<file path="config.mk">
export PLATFORM = sky130hd
export DESIGN_NAME = slp_shift_unit
export DESIGN_NICKNAME = d
export VERILOG_FILES = /design/src/core/slp_pkg.sv /design/src/core/slp_shift_unit.sv
export SDC_FILE = /design/constraint.sdc
export NUM_CORES = 2
export LEC_CHECK = 0
export ABC_CLOCK_PERIOD_IN_PS = 16800
export BUFFER_PORTS_ARGS = -buffer_cell sky130_fd_sc_hd__buf_4
export CORE_MARGIN = 1
export CORE_UTILIZATION = 45
export DETAILED_ROUTE_END_ITERATION = 8
export PLACE_DENSITY = 0.73
export SLEW_MARGIN = 20
export SYNTH_ARGS = -nofsm -noshare
export SYNTH_HDL_FRONTEND = slang
export SYNTH_SLANG_ARGS = --single-unit
</file>
<file path="constraint.sdc">
create_clock -name aclk -period 16.8 [get_ports aclk]
set_clock_uncertainty 0.2 [all_clocks]
set_input_delay 0.84 -clock aclk [delete_from_list [all_inputs] [get_ports aclk]]
set_output_delay 0.84 -clock aclk [all_outputs]
set_load 0.01 [all_outputs]
</file>
<file path="src/core/slp_pkg.sv">
// shared constants and types of the shift-left product unit
package slp_pkg;
    // register byte offsets
    localparam logic [7:0] SLP_CTRL = 8'h00;
    localparam logic [7:0] SLP_SHIFT = 8'h04;
    localparam logic [7:0] SLP_PHIGH = 8'h08;
    localparam logic [7:0] SLP_FLAGS = 8'h0c;
    localparam logic [7:0] SLP_APTR = 8'h10;
    localparam logic [7:0] SLP_AIDX = 8'h14;
    localparam logic [7:0] SLP_ACCP = 8'h18;
    localparam logic [7:0] SLP_ISTAT = 8'h1c;
    localparam logic [7:0] SLP_IMASK = 8'h20;
    localparam logic [1:0] SLP_ACC_WIN = 2'h1;
    // field positions
    localparam int SLP_SEXT_BIT = 0;
    localparam int SLP_IRQ_DONE = 0;
    localparam int SLP_IRQ_OVF = 1;
    // axi responses
    localparam logic [1:0] SLP_OKAY = 2'h0;
    localparam logic [1:0] SLP_SLVERR = 2'h2;
    // address step per data word and offset-accumulator flip
    localparam logic [15:0] SLP_PTR_STEP = 16'h0002;
    localparam logic [3:0] SLP_OFF_FLIP = 4'h8;
    // reset value of every state bit
    localparam logic SLP_RST_BIT = 1'b0;
    typedef enum logic [1:0] {
        SLP_OP_SUBW = 2'b00,
        SLP_OP_SUBC = 2'b01,
        SLP_OP_MOVW = 2'b10,
        SLP_OP_MOVC = 2'b11
    } slp_op_t;
    typedef enum logic [2:0] {
        SLP_AM_DIRECT = 3'b000,
        SLP_AM_REL = 3'b001,
        SLP_AM_IND = 3'b010,
        SLP_AM_POST = 3'b011,
        SLP_AM_INDEX = 3'b100
    } slp_amode_t;
    typedef enum logic [1:0] {
        SLP_ST_IDLE = 2'b00,
        SLP_ST_READ = 2'b01,
        SLP_ST_EXEC = 2'b10,
        SLP_ST_TAIL = 2'b11
    } slp_state_t;
endpackage : slp_pkg

</file>
<file path="src/core/slp_shift_unit.sv">
// shift-left product unit: subtract and transfer of shifted words and chains
// Functional notes
// - shift accumulator or memory operand left by the shift count register
// - zeros enter low end; high end zero or sign by sign-extend mode bit
// - word forms build a 32-bit shift; low 16 bits are the product-low value
// - upper 16 shifted bits latch into product-high register on every form
// - subtract forms write destination minus product-low value
// - transfer forms write product-low value into destination
// - subtract chain carries shifted-out bits into the next accumulator
// - subtract chain leaves a product-high copy in the accumulator after the chain
// - word transfer puts shifted-out bits into product-high register only
// - next-accumulator modifier on word forms bumps the pointer before reading and shifting
// - overflow, sign, zero and carry flags follow the arithmetic result
// - memory source updates the tag flag from the word read
// - extra word carries a direct address or a long relative offset
// - indirect reads at the pointer; post-increment adds two afterwards
// - indexed post-modify adds the index register into the pointer
// - transfer also offered as chain form over accumulators or memory
// - transfer chain also writes product-high into one accumulator past it
`timescale 1ns/1ps
`default_nettype none
module slp_shift_unit (
    // clock, reset, enable
    input wire logic aclk,
    input wire logic aresetn,
    input wire logic ce,
    // axi4-lite register slave
    input wire logic awvalid,
    output logic awready,
    input wire logic [7:0] awaddr,
    input wire logic wvalid,
    output logic wready,
    input wire logic [31:0] wdata,
    input wire logic [3:0] wstrb,
    output logic bvalid,
    input wire logic bready,
    output logic [1:0] bresp,
    input wire logic arvalid,
    output logic arready,
    input wire logic [7:0] araddr,
    output logic rvalid,
    input wire logic rready,
    output logic [31:0] rdata,
    output logic [1:0] rresp,
    // instruction sequencer
    input wire logic cmd_valid,
    output logic cmd_ready,
    input wire slp_pkg::slp_op_t cmd_op,
    input wire logic cmd_mem,
    input wire logic [3:0] cmd_acc,
    input wire logic cmd_dst_off,
    input wire logic cmd_src_off,
    input wire logic cmd_next_acc,
    input wire slp_pkg::slp_amode_t cmd_amode,
    input wire logic [15:0] cmd_ext,
    input wire logic [3:0] cmd_len,
    output logic op_done,
    // data memory
    output logic mem_req,
    output logic [15:0] mem_addr,
    input wire logic mem_ack,
    input wire logic [15:0] mem_rdata,
    input wire logic mem_rtag,
    // interrupt
    output logic irq
);
    import slp_pkg::*;

    typedef struct packed {
        slp_state_t st;
        logic [15:0][15:0] acc;
        logic [15:0] phigh;
        logic [3:0] shamt;
        logic sext;
        logic of;
        logic sgn;
        logic zero;
        logic cy;
        logic tag;
        logic [15:0] ptr;
        logic [15:0] idx;
        logic [3:0] accp;
        logic [1:0] ist;
        logic [1:0] imask;
        slp_op_t op;
        slp_amode_t am;
        logic mem;
        logic [3:0] dst;
        logic [3:0] src;
        logic [3:0] cnt;
        logic [3:0] left;
        logic [15:0] carry;
        logic brw;
        logic zacc;
        logic [15:0] word;
        logic done;
        logic mreq;
        logic [15:0] maddr;
        logic aw_ok;
        logic [7:0] awa;
        logic w_ok;
        logic [31:0] wd;
        logic [3:0] ws;
        logic bv;
        logic [1:0] br;
        logic rv;
        logic [31:0] rd;
        logic [1:0] rr;
    } slp_regs_t;

    slp_regs_t r;
    slp_regs_t next_r;

    // register read decode, returns hit flag and data
    function automatic logic [32:0] reg_read(input logic [7:0] a);
        logic [32:0] v;
        v = {1'b1, 32'h0};
        if (a[7:6] == SLP_ACC_WIN) begin
            v[15:0] = r.acc[a[5:2]];
        end else if (a == SLP_CTRL) begin
            v[SLP_SEXT_BIT] = r.sext;
        end else if (a == SLP_SHIFT) begin
            v[3:0] = r.shamt;
        end else if (a == SLP_PHIGH) begin
            v[15:0] = r.phigh;
        end else if (a == SLP_FLAGS) begin
            v[5:0] = {r.st != SLP_ST_IDLE, r.tag, r.cy, r.zero, r.sgn, r.of};
        end else if (a == SLP_APTR) begin
            v[15:0] = r.ptr;
        end else if (a == SLP_AIDX) begin
            v[15:0] = r.idx;
        end else if (a == SLP_ACCP) begin
            v[3:0] = r.accp;
        end else if (a == SLP_ISTAT) begin
            v[1:0] = r.ist;
        end else if (a == SLP_IMASK) begin
            v[1:0] = r.imask;
        end else begin
            v[32] = 1'b0;
        end
        return v;
    endfunction : reg_read

    // byte-lane merge of a write
    function automatic logic [31:0] merge(input logic [31:0] o, input logic [31:0] d,
                                          input logic [3:0] s);
        logic [31:0] m;
        m = o;
        for (int i = 0; i < 4; i++) begin
            if (s[i]) begin
                m[8*i +: 8] = d[8*i +: 8];
            end
        end
        return m;
    endfunction : merge

    // datapath of the current word
    logic last;
    logic sub;
    logic chain;
    logic [3:0] sidx;
    logic [3:0] widx;
    logic [15:0] w;
    logic extb;
    logic [31:0] sh32;
    logic [15:0] lo16;
    logic [15:0] aold;
    logic [16:0] dif;
    logic [15:0] res;
    logic ovf;
    assign last = (r.left == 4'h0);
    assign sub = (r.op == SLP_OP_SUBW) || (r.op == SLP_OP_SUBC);
    assign chain = r.op[0];
    assign sidx = 4'(r.src + r.cnt);
    assign widx = 4'(r.dst + r.cnt);
    assign w = r.mem ? r.word : r.acc[sidx];
    assign extb = r.sext & last & w[15];
    assign sh32 = {{16{extb}}, w} << r.shamt;
    assign lo16 = sh32[15:0] | r.carry;
    assign aold = r.acc[widx];
    assign dif = {1'b0, aold} - {1'b0, lo16} - {16'h0, r.brw};
    assign res = sub ? dif[15:0] : lo16;
    assign ovf = sub & (aold[15] != lo16[15]) & (res[15] != aold[15]);

    // handshakes and outputs
    assign awready = ce & ~r.aw_ok & ~r.bv;
    assign wready = ce & ~r.w_ok & ~r.bv;
    assign arready = ce & ~r.rv;
    assign bvalid = r.bv;
    assign bresp = r.br;
    assign rvalid = r.rv;
    assign rdata = r.rd;
    assign rresp = r.rr;
    assign cmd_ready = ce & (r.st == SLP_ST_IDLE);
    assign op_done = r.done;
    assign mem_req = r.mreq;
    assign mem_addr = r.maddr;
    assign irq = |(r.ist & r.imask);

    // next state
    always_comb begin
        logic [32:0] rv;
        logic [31:0] wv;
        logic [3:0] apn;
        logic [3:0] base;
        logic [15:0] nxt;
        rv = 33'h0;
        wv = 32'h0;
        apn = 4'h0;
        base = 4'h0;
        nxt = 16'h0;
        next_r = r;
        next_r.done = 1'b0;
        // register writes
        if (awvalid && awready) begin
            next_r.aw_ok = 1'b1;
            next_r.awa = awaddr;
        end
        if (wvalid && wready) begin
            next_r.w_ok = 1'b1;
            next_r.wd = wdata;
            next_r.ws = wstrb;
        end
        if (r.bv && bready) begin
            next_r.bv = 1'b0;
        end
        if (r.aw_ok && r.w_ok && !r.bv) begin
            rv = reg_read(r.awa);
            wv = merge(rv[31:0], r.wd, r.ws);
            next_r.aw_ok = 1'b0;
            next_r.w_ok = 1'b0;
            next_r.bv = 1'b1;
            next_r.br = rv[32] ? SLP_OKAY : SLP_SLVERR;
            if (r.awa[7:6] == SLP_ACC_WIN) begin
                next_r.acc[r.awa[5:2]] = wv[15:0];
            end else if (r.awa == SLP_CTRL) begin
                next_r.sext = wv[SLP_SEXT_BIT];
            end else if (r.awa == SLP_SHIFT) begin
                next_r.shamt = wv[3:0];
            end else if (r.awa == SLP_APTR) begin
                next_r.ptr = wv[15:0];
            end else if (r.awa == SLP_AIDX) begin
                next_r.idx = wv[15:0];
            end else if (r.awa == SLP_ACCP) begin
                next_r.accp = wv[3:0];
            end else if (r.awa == SLP_ISTAT) begin
                next_r.ist = r.ist & ~wv[1:0];
            end else if (r.awa == SLP_IMASK) begin
                next_r.imask = wv[1:0];
            end
        end
        // register reads
        if (r.rv && rready) begin
            next_r.rv = 1'b0;
        end
        if (arvalid && arready) begin
            rv = reg_read(araddr);
            next_r.rv = 1'b1;
            next_r.rd = rv[31:0];
            next_r.rr = rv[32] ? SLP_OKAY : SLP_SLVERR;
        end
        // engine, after bus writes so that it wins
        case (r.st)
            SLP_ST_IDLE: begin
                if (cmd_valid) begin
                    apn = 4'(r.accp + {3'h0, cmd_next_acc & ~cmd_op[0]});
                    next_r.accp = apn;
                    base = 4'(apn + cmd_acc);
                    next_r.dst = cmd_dst_off ? (base ^ SLP_OFF_FLIP) : base;
                    next_r.src = cmd_src_off ? (base ^ SLP_OFF_FLIP) : base;
                    next_r.op = cmd_op;
                    next_r.am = cmd_amode;
                    next_r.mem = cmd_mem;
                    next_r.cnt = 4'h0;
                    next_r.left = cmd_op[0] ? cmd_len : 4'h0;
                    next_r.carry = 16'h0;
                    next_r.brw = 1'b0;
                    next_r.zacc = 1'b1;
                    if (cmd_amode == SLP_AM_DIRECT) begin
                        next_r.maddr = cmd_ext;
                    end else if (cmd_amode == SLP_AM_REL) begin
                        next_r.maddr = 16'(r.ptr + cmd_ext);
                    end else begin
                        next_r.maddr = r.ptr;
                    end
                    next_r.mreq = cmd_mem;
                    next_r.st = cmd_mem ? SLP_ST_READ : SLP_ST_EXEC;
                end
            end
            SLP_ST_READ: begin
                if (mem_ack) begin
                    next_r.mreq = 1'b0;
                    next_r.word = mem_rdata;
                    next_r.tag = mem_rtag;
                    if (r.am == SLP_AM_INDEX) begin
                        nxt = 16'(r.maddr + r.idx);
                    end else begin
                        nxt = 16'(r.maddr + SLP_PTR_STEP);
                    end
                    if (r.am == SLP_AM_POST || r.am == SLP_AM_INDEX) begin
                        next_r.ptr = nxt;
                    end
                    next_r.maddr = nxt;
                    next_r.st = SLP_ST_EXEC;
                end
            end
            SLP_ST_EXEC: begin
                next_r.acc[widx] = res;
                next_r.carry = sh32[31:16];
                next_r.brw = sub & dif[16];
                next_r.zacc = r.zacc & (res == 16'h0);
                if (last) begin
                    next_r.phigh = sh32[31:16];
                    next_r.of = ovf;
                    next_r.sgn = res[15];
                    next_r.zero = r.zacc & (res == 16'h0);
                    next_r.cy = sub & dif[16];
                    if (ovf) begin
                        next_r.ist[SLP_IRQ_OVF] = 1'b1;
                    end
                    if (chain) begin
                        next_r.st = SLP_ST_TAIL;
                    end else begin
                        next_r.st = SLP_ST_IDLE;
                        next_r.done = 1'b1;
                        next_r.ist[SLP_IRQ_DONE] = 1'b1;
                    end
                end else begin
                    next_r.cnt = 4'(r.cnt + 4'h1);
                    next_r.left = 4'(r.left - 4'h1);
                    next_r.mreq = r.mem;
                    next_r.st = r.mem ? SLP_ST_READ : SLP_ST_EXEC;
                end
            end
            SLP_ST_TAIL: begin
                next_r.acc[4'(widx + 4'h1)] = r.phigh;
                next_r.st = SLP_ST_IDLE;
                next_r.done = 1'b1;
                next_r.ist[SLP_IRQ_DONE] = 1'b1;
            end
            default: begin
                next_r.st = SLP_ST_IDLE;
            end
        endcase
    end

    // state register, frozen while ce is low
    always_ff @(posedge aclk) begin
        if (!aresetn) begin
            r <= {$bits(slp_regs_t){SLP_RST_BIT}};
        end else if (ce) begin
            r <= next_r;
        end
    end
endmodule : slp_shift_unit
`default_nettype wire

</file>
# Word level (Yosys, flattened, before mapping)

Index checks and enable logic that the tools add are counted.

Add/subtract/negate cells: 12
Multiply operators: 0
Div/mod/pow operators: 0
$lt $le $gt $ge: 8
Eq/ne operators: 30
Shift operators: 1
Multiplexer cells: 141
Bitwise logic cells: 30
Reductions and logical operators: 49

Operator list:

| operator                                                             | count |
|---|---|
| 256-bit bitwise mux                                                  | 3 |
| 256-bit 2-to-1 mux                                                   | 2 |
| 256-bit one-hot mux with 2 select lines                              | 1 |
| 16-bit 2-to-1 mux                                                    | 29 |
| 16-bit binary-select mux with 4-bit select                           | 4 |
| 16-bit demux with 4-bit select                                       | 3 |
| 40-bit 2-to-1 mux                                                    | 4 |
| 8-bit by 5-bit == test with 1-bit output, second input constant      | 8 |
| 26-bit one-hot mux with 2 select lines                               | 1 |
| 12-bit 2-to-1 mux                                                    | 4 |
| 8-bit 2-to-1 mux                                                     | 6 |
| 4-bit 2-to-1 mux                                                     | 11 |
| 2-bit 2-to-1 mux                                                     | 20 |
| 37-bit 2-to-1 mux                                                    | 1 |
| 35-bit 2-to-1 mux                                                    | 1 |
| 1-bit 2-to-1 mux                                                     | 34 |
| 17-bit 2-to-1 mux                                                    | 2 |
| 16-bit adder                                                         | 2 |
| 8-bit by 4-bit == test with 1-bit output, second input constant      | 4 |
| 16-bit one-hot mux with 2 select lines                               | 1 |
| 32-bit by 4-bit left shift with 32-bit output                        | 1 |
| 15-bit 2-to-1 mux                                                    | 2 |
| 26-bit 2-to-1 mux                                                    | 1 |
| 4-bit by 5-bit < comparator with 1-bit output, second input constant | 5 |
| 47 further kinds                                                     | 121 |

Register bits: 466
Latch bits: 0
Bits in writable memories: 0
ROM bits: 0
Bits of input ports: 112
Output and inout bits: 61
Logic and storage cells: 325
Memories: 0

# Logic depth before layout (Yosys ltp)

Depth after elaboration: 32
Depth in mapped cells: 28
Mapped depth without buffers: 25

# Worst setup path before layout

Ideal clock, no wire load.

Path type: register -> register
From: register r[140] (netlist name)
To: register r[118] (netlist name)
Setup time: 0.086 ns
Data arrival time: 5.939 ns
Required time: 16.514 ns
Setup slack: 10.575 ns
Cell stages (with the launch flop): 24
Buffers on the path: 1
Clock period less this slack: 6.225 ns
Cell sequence: dfxtp_1 ha_1 fa_1 xor2_1 buf_2 mux2i_1 a21boi_0 o311ai_1 a32oi_1 a222oi_1 a21oi_1 inv_1 ha_1 inv_1 ha_1 a21oi_1 a21boi_0 o21ai_0 o21ba_4 o31ai_4 a32oi_1 or4_1 or4b_4 a221oi_2

Cells in the longest elaborated chain, start to end: 13
Elaborated cells on any way between the ends: 16
Classes of those cells: add/sub (4); shift (1); mux (7); bitwise (3); reduce/logical (1)

RTL lines:

| what                                           | RTL line              | text |
|---|---|---|
| start, declared                                | slp_shift_unit.sv:111 | `slp_regs_t r;` |
| start signal, assigned                         | slp_shift_unit.sv:350 | `r <= {$bits(slp_regs_t){SLP_RST_BIT}};` |
| start signal, assigned                         | slp_shift_unit.sv:352 | `r <= next_r;` |
| 4-bit adder                                    | slp_shift_unit.sv:174 | `assign sidx = 4'(r.src + r.cnt);` |
| 16-bit binary-select mux with 4-bit select     | slp_shift_unit.sv:176 | `assign w = r.mem ? r.word : r.acc[sidx];` |
| 16-bit 2-to-1 mux (not written as such)        | slp_shift_unit.sv:176 |  |
| 16-bit 2-to-1 mux                              | slp_shift_unit.sv:176 |  |
| 1-bit bitwise AND                              | slp_shift_unit.sv:177 | `assign extb = r.sext & last & w[15];` |
| 32-bit by 4-bit left shift with 32-bit output  | slp_shift_unit.sv:178 | `assign sh32 = {{16{extb}}, w} << r.shamt;` |
| 16-bit bitwise OR                              | slp_shift_unit.sv:179 | `assign lo16 = sh32[15:0] \| r.carry;` |
| 16-bit by 16-bit subtractor with 17-bit output | slp_shift_unit.sv:181 | `assign dif = {1'b0, aold} - {1'b0, lo16} - {16'h0, r.brw};` |
| 17-bit by 1-bit subtractor with 17-bit output  | slp_shift_unit.sv:181 |  |
| 16-bit 2-to-1 mux *                            | slp_shift_unit.sv:182 | `assign res = sub ? dif[15:0] : lo16;` |
| 16-bit logical NOT *                           | slp_shift_unit.sv:311 | `next_r.zacc = r.zacc & (res == 16'h0);` |
| 1-bit bitwise AND *                            | slp_shift_unit.sv:311 |  |
| 26-bit one-hot mux with 2 select lines *       | slp_shift_unit.sv:263 | `case (r.st)` |

Mark *: on every way between the ends. The rest lies on a longest branch, timed or not. The select of a mux whose other input is x is not followed.
A chain may end at the register's enable or synchronous reset.

# Worst setup path after layout

Ends and elaborated chain as after synthesis.

==> metrics.txt <==
# TYPE chip_impl_metric gauge
chip_impl_metric{name="post_drt_via_cell_ratio",unit=""} 7.11
chip_impl_info{name="timing.rr.start",value="r[140]$_SDFFE_PN0P_"} 1
chip_impl_metric{name="drc",unit=""} 2
chip_impl_info{name="failing_checks",value="DRC"} 1
chip_impl_metric{name="drive_above_1_share",unit=""} 0.160
chip_impl_metric{name="ys_types",unit=""} 88
chip_impl_metric{name="worstSkewPairLatency",unit="ps"} 660
chip_impl_metric{name="layout-area-overhead-vs-synth",unit="%"} 8.94
chip_impl_metric{name="grt_pass1_wl",unit="mm"} 226
chip_impl_info{name="min-delay-path-class",value="primary input to flip-flop"} 1
chip_impl_info{name="startpoint_class",value="flip-flop"} 1
chip_impl_metric{name="post_synth.cell_area_avg",unit="sq um"} 8.11
chip_impl_metric{name="number_of_drc_violations_after_detailed_routing_iteration_0",unit=""} 7244
chip_impl_metric{name="dr_total_vias",unit=""} 38100
chip_impl_info{name="synthMostInstantiatedCell",value="nor2_1"} 1
chip_impl_metric{name="layout_nets",unit=""} 4455
chip_impl_metric{name="wl",unit="mm"} 154
chip_impl_metric{name="worstPathArrival",unit="ps"} 9880
chip_impl_metric{name="initial_utilization",unit=""} 0.455
chip_impl_metric{name="synth.yosys.warnings",unit=""} 0
chip_impl_metric{name="grt_start_max_net_pins",unit=""} 149
chip_impl_metric{name="detail_route.first_pass.iterations",unit=""} 9
chip_impl_metric{name="pwr-share-clk",unit=""} 0.317
chip_impl_metric{name="dp_hpwl",unit="mm"} 104
chip_impl_metric{name="area_share_of_the_largest_cell_type_after_synthesis",unit=""} 0.247
chip_impl_metric{name="p_leak",unit="uW"} 0.0137
chip_impl_metric{name="report.final.setup_viol",unit=""} 0
chip_impl_metric{name="cell_internal_pwr",unit="uW"} 2290
chip_impl_metric{name="clock_sink_count",unit=""} 443
chip_impl_metric{name="dieArea",unit="sq um"} 80800
chip_impl_metric{name="htreeDepth",unit=""} 2
chip_impl_metric{name="count_of_flip_flops_with_a_built_in_enable_after_synthesis",unit=""} 0
chip_impl_metric{name="gp_routability_congestion",unit=""} 1.06
chip_impl_metric{name="postRouteAntennaNets",unit=""} 0
chip_impl_metric{name="power.combinational.fraction",unit=""} 0.378
chip_impl_metric{name="grt_antenna_before_repair",unit=""} 7
chip_impl_metric{name="count_of_input_and_output_buffers",unit=""} 136
chip_impl_metric{name="core-area",unit="sq um"} 78900
chip_impl_metric{name="worst_max_slew_pin_slew",unit="ps"} 1250
chip_impl_metric{name="netlist_area",unit="sq um"} 35900
chip_impl_metric{name="placement_rows",unit=""} 103
chip_impl_metric{name="routedWlPerCell",unit="um"} 28.8
chip_impl_info{name="hold_path.startpoint",value="wstrb[0]"} 1
chip_impl_info{name="root_buffer",value="clkbuf_16"} 1
chip_impl_metric{name="cts_hold_buf",unit=""} 0
chip_impl_info{name="synth_ff_type",value="dfxtp_1"} 1
chip_impl_metric{name="finalCoreUtilization",unit=""} 0.495
chip_impl_info{name="netlist_top_cells_count",value="nor2_1 (561), nand2_1 (470), dfxtp_1 (443)"} 1
chip_impl_metric{name="number_of_flip_flops_and_latches_in_the_synthesized_netlist",unit=""} 443
chip_impl_metric{name="gr-total-overflow",unit=""} 0
chip_impl_metric{name="timing.final.crit_share",unit=""} 0.568
chip_impl_metric{name="postCtsSetupRepairBufs",unit=""} 0
chip_impl_metric{name="clock_path_buffers",unit=""} 3
chip_impl_info{name="synth.area.top_cells",value="dfxtp_1 (25%), mux4_2 (15%), mux2i_1 (7.6%)"} 1
chip_impl_metric{name="min_period",unit="ps"} 9540
chip_impl_metric{name="synthCells",unit=""} 4423
chip_impl_info{name="outcome",value="finished with violations"} 1
chip_impl_metric{name="grt_pass1_vias",unit=""} 34200
chip_impl_metric{name="maxCapViolations",unit=""} 0
chip_impl_metric{name="part_of_the_power_in_registers",unit=""} 0.305
chip_impl_metric{name="finalSetupTns",unit="ps"} 0
chip_impl_metric{name="die_height",unit="um"} 284
chip_impl_info{name="cts_tree",value="done"} 1
chip_impl_info{name="worstSetupStartpoint",value="r[140]$_SDFFE_PN0P_"} 1
chip_impl_info{name="worstSetupPathType",value="flip-flop to flip-flop"} 1
chip_impl_metric{name="max_slew_margin",unit=""} 0.143
chip_impl_metric{name="overall_global_routing_resource_usage",unit=""} 0.367
chip_impl_metric{name="crit_fanout",unit=""} 43
chip_impl_metric{name="max-vdd-ir-drop",unit="V"} 0.000106
chip_impl_metric{name="cts.repair.resized",unit=""} 0
chip_impl_metric{name="worst_ep_required_time",unit="ps"} 17140
chip_impl_metric{name="max_clock_freq",unit="MHz"} 105
chip_impl_metric{name="smallest_hold_slack",unit="ps"} 239
chip_impl_info{name="cell_taking_the_most_area_after_synthesis",value="dfxtp_1"} 1
chip_impl_metric{name="die_w",unit="um"} 284
chip_impl_metric{name="timing.final.max_slew_violations",unit=""} 0
chip_impl_metric{name="placement.cell_area",unit="sq um"} 37200
chip_impl_metric{name="cts_buffer_count",unit=""} 52
chip_impl_metric{name="sw_frac_of_total",unit=""} 0.412
chip_impl_info{name="grt_setup_unrepaired",value="false"} 1
chip_impl_info{name="critPathCaptureType",value="flip-flop"} 1
chip_impl_metric{name="path_clk_slew",unit="ps"} 60
chip_impl_metric{name="pin_count",unit=""} 173
chip_impl_metric{name="final_non_filler_cell_area",unit="sq um"} 39100
chip_impl_metric{name="switching_power_total",unit="uW"} 1610
chip_impl_metric{name="total_power",unit="uW"} 3900
chip_impl_metric{name="synthArstFlopShare",unit=""} 0
chip_impl_metric{name="power_density",unit="nW/um^2"} 99.9
chip_impl_metric{name="timing_hold_violations_final",unit=""} 0
chip_impl_metric{name="synth_sequential_area_ratio",unit=""} 0.247
-- cells by family after synthesis --
family | share of synthesized area
compound gates | 0.258
simple gates | 0.147
buf+inv | 0.0666
mux | 0.238
flops | 0.247
fa+ha+maj | 0.0288
xor+xnor | 0.0142
other cells | 0.000105
-- metal layers --
layer / routed length [um] / track usage
met5: 55 / 0
met2: 62800 / 0.524
met3: 24200 / 0.143
met4: 14500 / 0.274
met1: 52700 / 0.445
-- stage by stage --
step	setup WS, ps	std cells
after floorplan	10570	4440
after global placement	7670	5260
after detailed placement	7600	5260
after CTS	7570	5354
after global routing	7110	5354
final	7260	5358
-- placed cells by master, fill, tap and decap left out, drive strengths merged, types with 18 or more instances in the layout --
cell type / instances
nor2: 561
nand2: 471
dfxtp: 443
a21oi: 442
o21ai: 408
mux2i: 271
buf: 248
mux4: 235
o221ai: 165
inv: 88
o211ai: 87
clkbuf: 74
ha: 73
a211oi: 64
nor3: 56
a22oi: 55
nand3: 53
mux2: 46
xnor2: 33
a31oi: 32
and3: 28
nand2b: 26
xor2: 25
o22ai: 23
o221a: 22
a221oi: 21
nor2b: 19
conb: 18
-- power by group through the flow --
stage	Combinational, uW	Sequential (uW)	Clock [uW]
CTS	1370	1180	1230
finish	1480	1190	1240
floorplan	909	1180	0
detailed placement	1370	1210	0
global route	1510	1200	1270
global placement	1350	1200	0
-- sequential cells by signal, summed over array words and instances, names as in the netlist --
signal / count
op_done: 1
chain: 1
rdata: 16
rresp: 1
mem_req: 1
bvalid: 1
rvalid: 1
mem_addr: 16
bresp: 1
r: 404
-- path summary, 6_finish.rpt --
path / end / slack, ps / depth (start not counted)
worst min-delay path: r[38]$_SDFFE_PN0P_ / 240 / 3
worst min register to register: r[108]$_SDFFE_PN0P_ / 260 / 2
worst max-delay path: r[118]$_SDFFE_PN0P_ / 7260 / 25
worst max register to register: r[118]$_SDFFE_PN0P_ / 7260 / 25
-- worst max-delay path, cell delays in order, from the launching register on --
cell	delay (ps)
dfxtp_1	380
ha_4	200
fa_4	1350
buf_4	710
mux4_2	580
mux2i_1	410
a21boi_0	420
o311ai_1	250
a32oi_1	350
a222oi_1	170
a21oi_1	400
inv_1	90
ha_1	280
inv_1	40
ha_1	320
a21oi_1	430
nor2_1	90
a21oi_1	170
o211ai_1	170
a31oi_1	350
xnor2_1	110
nor2_1	150
a41o_1	720
nor4b_1	290
or4b_4	530
a221oi_2	240
-- area by class of cell --
type | instances | area (sq um)
diodes | 4 | 10.0
clock buffers | 74 | 1520
clock inverters | 20 | 305
fillers | 7454 | 39800
inverters | 87 | 332
multi-input cells | 3432 | 24800
flip-flops and latches | 443 | 8880
well taps | 1050 | 1310
repair buffers | 248 | 1870
No activity file was read; power rests on OpenSTA's default activity.
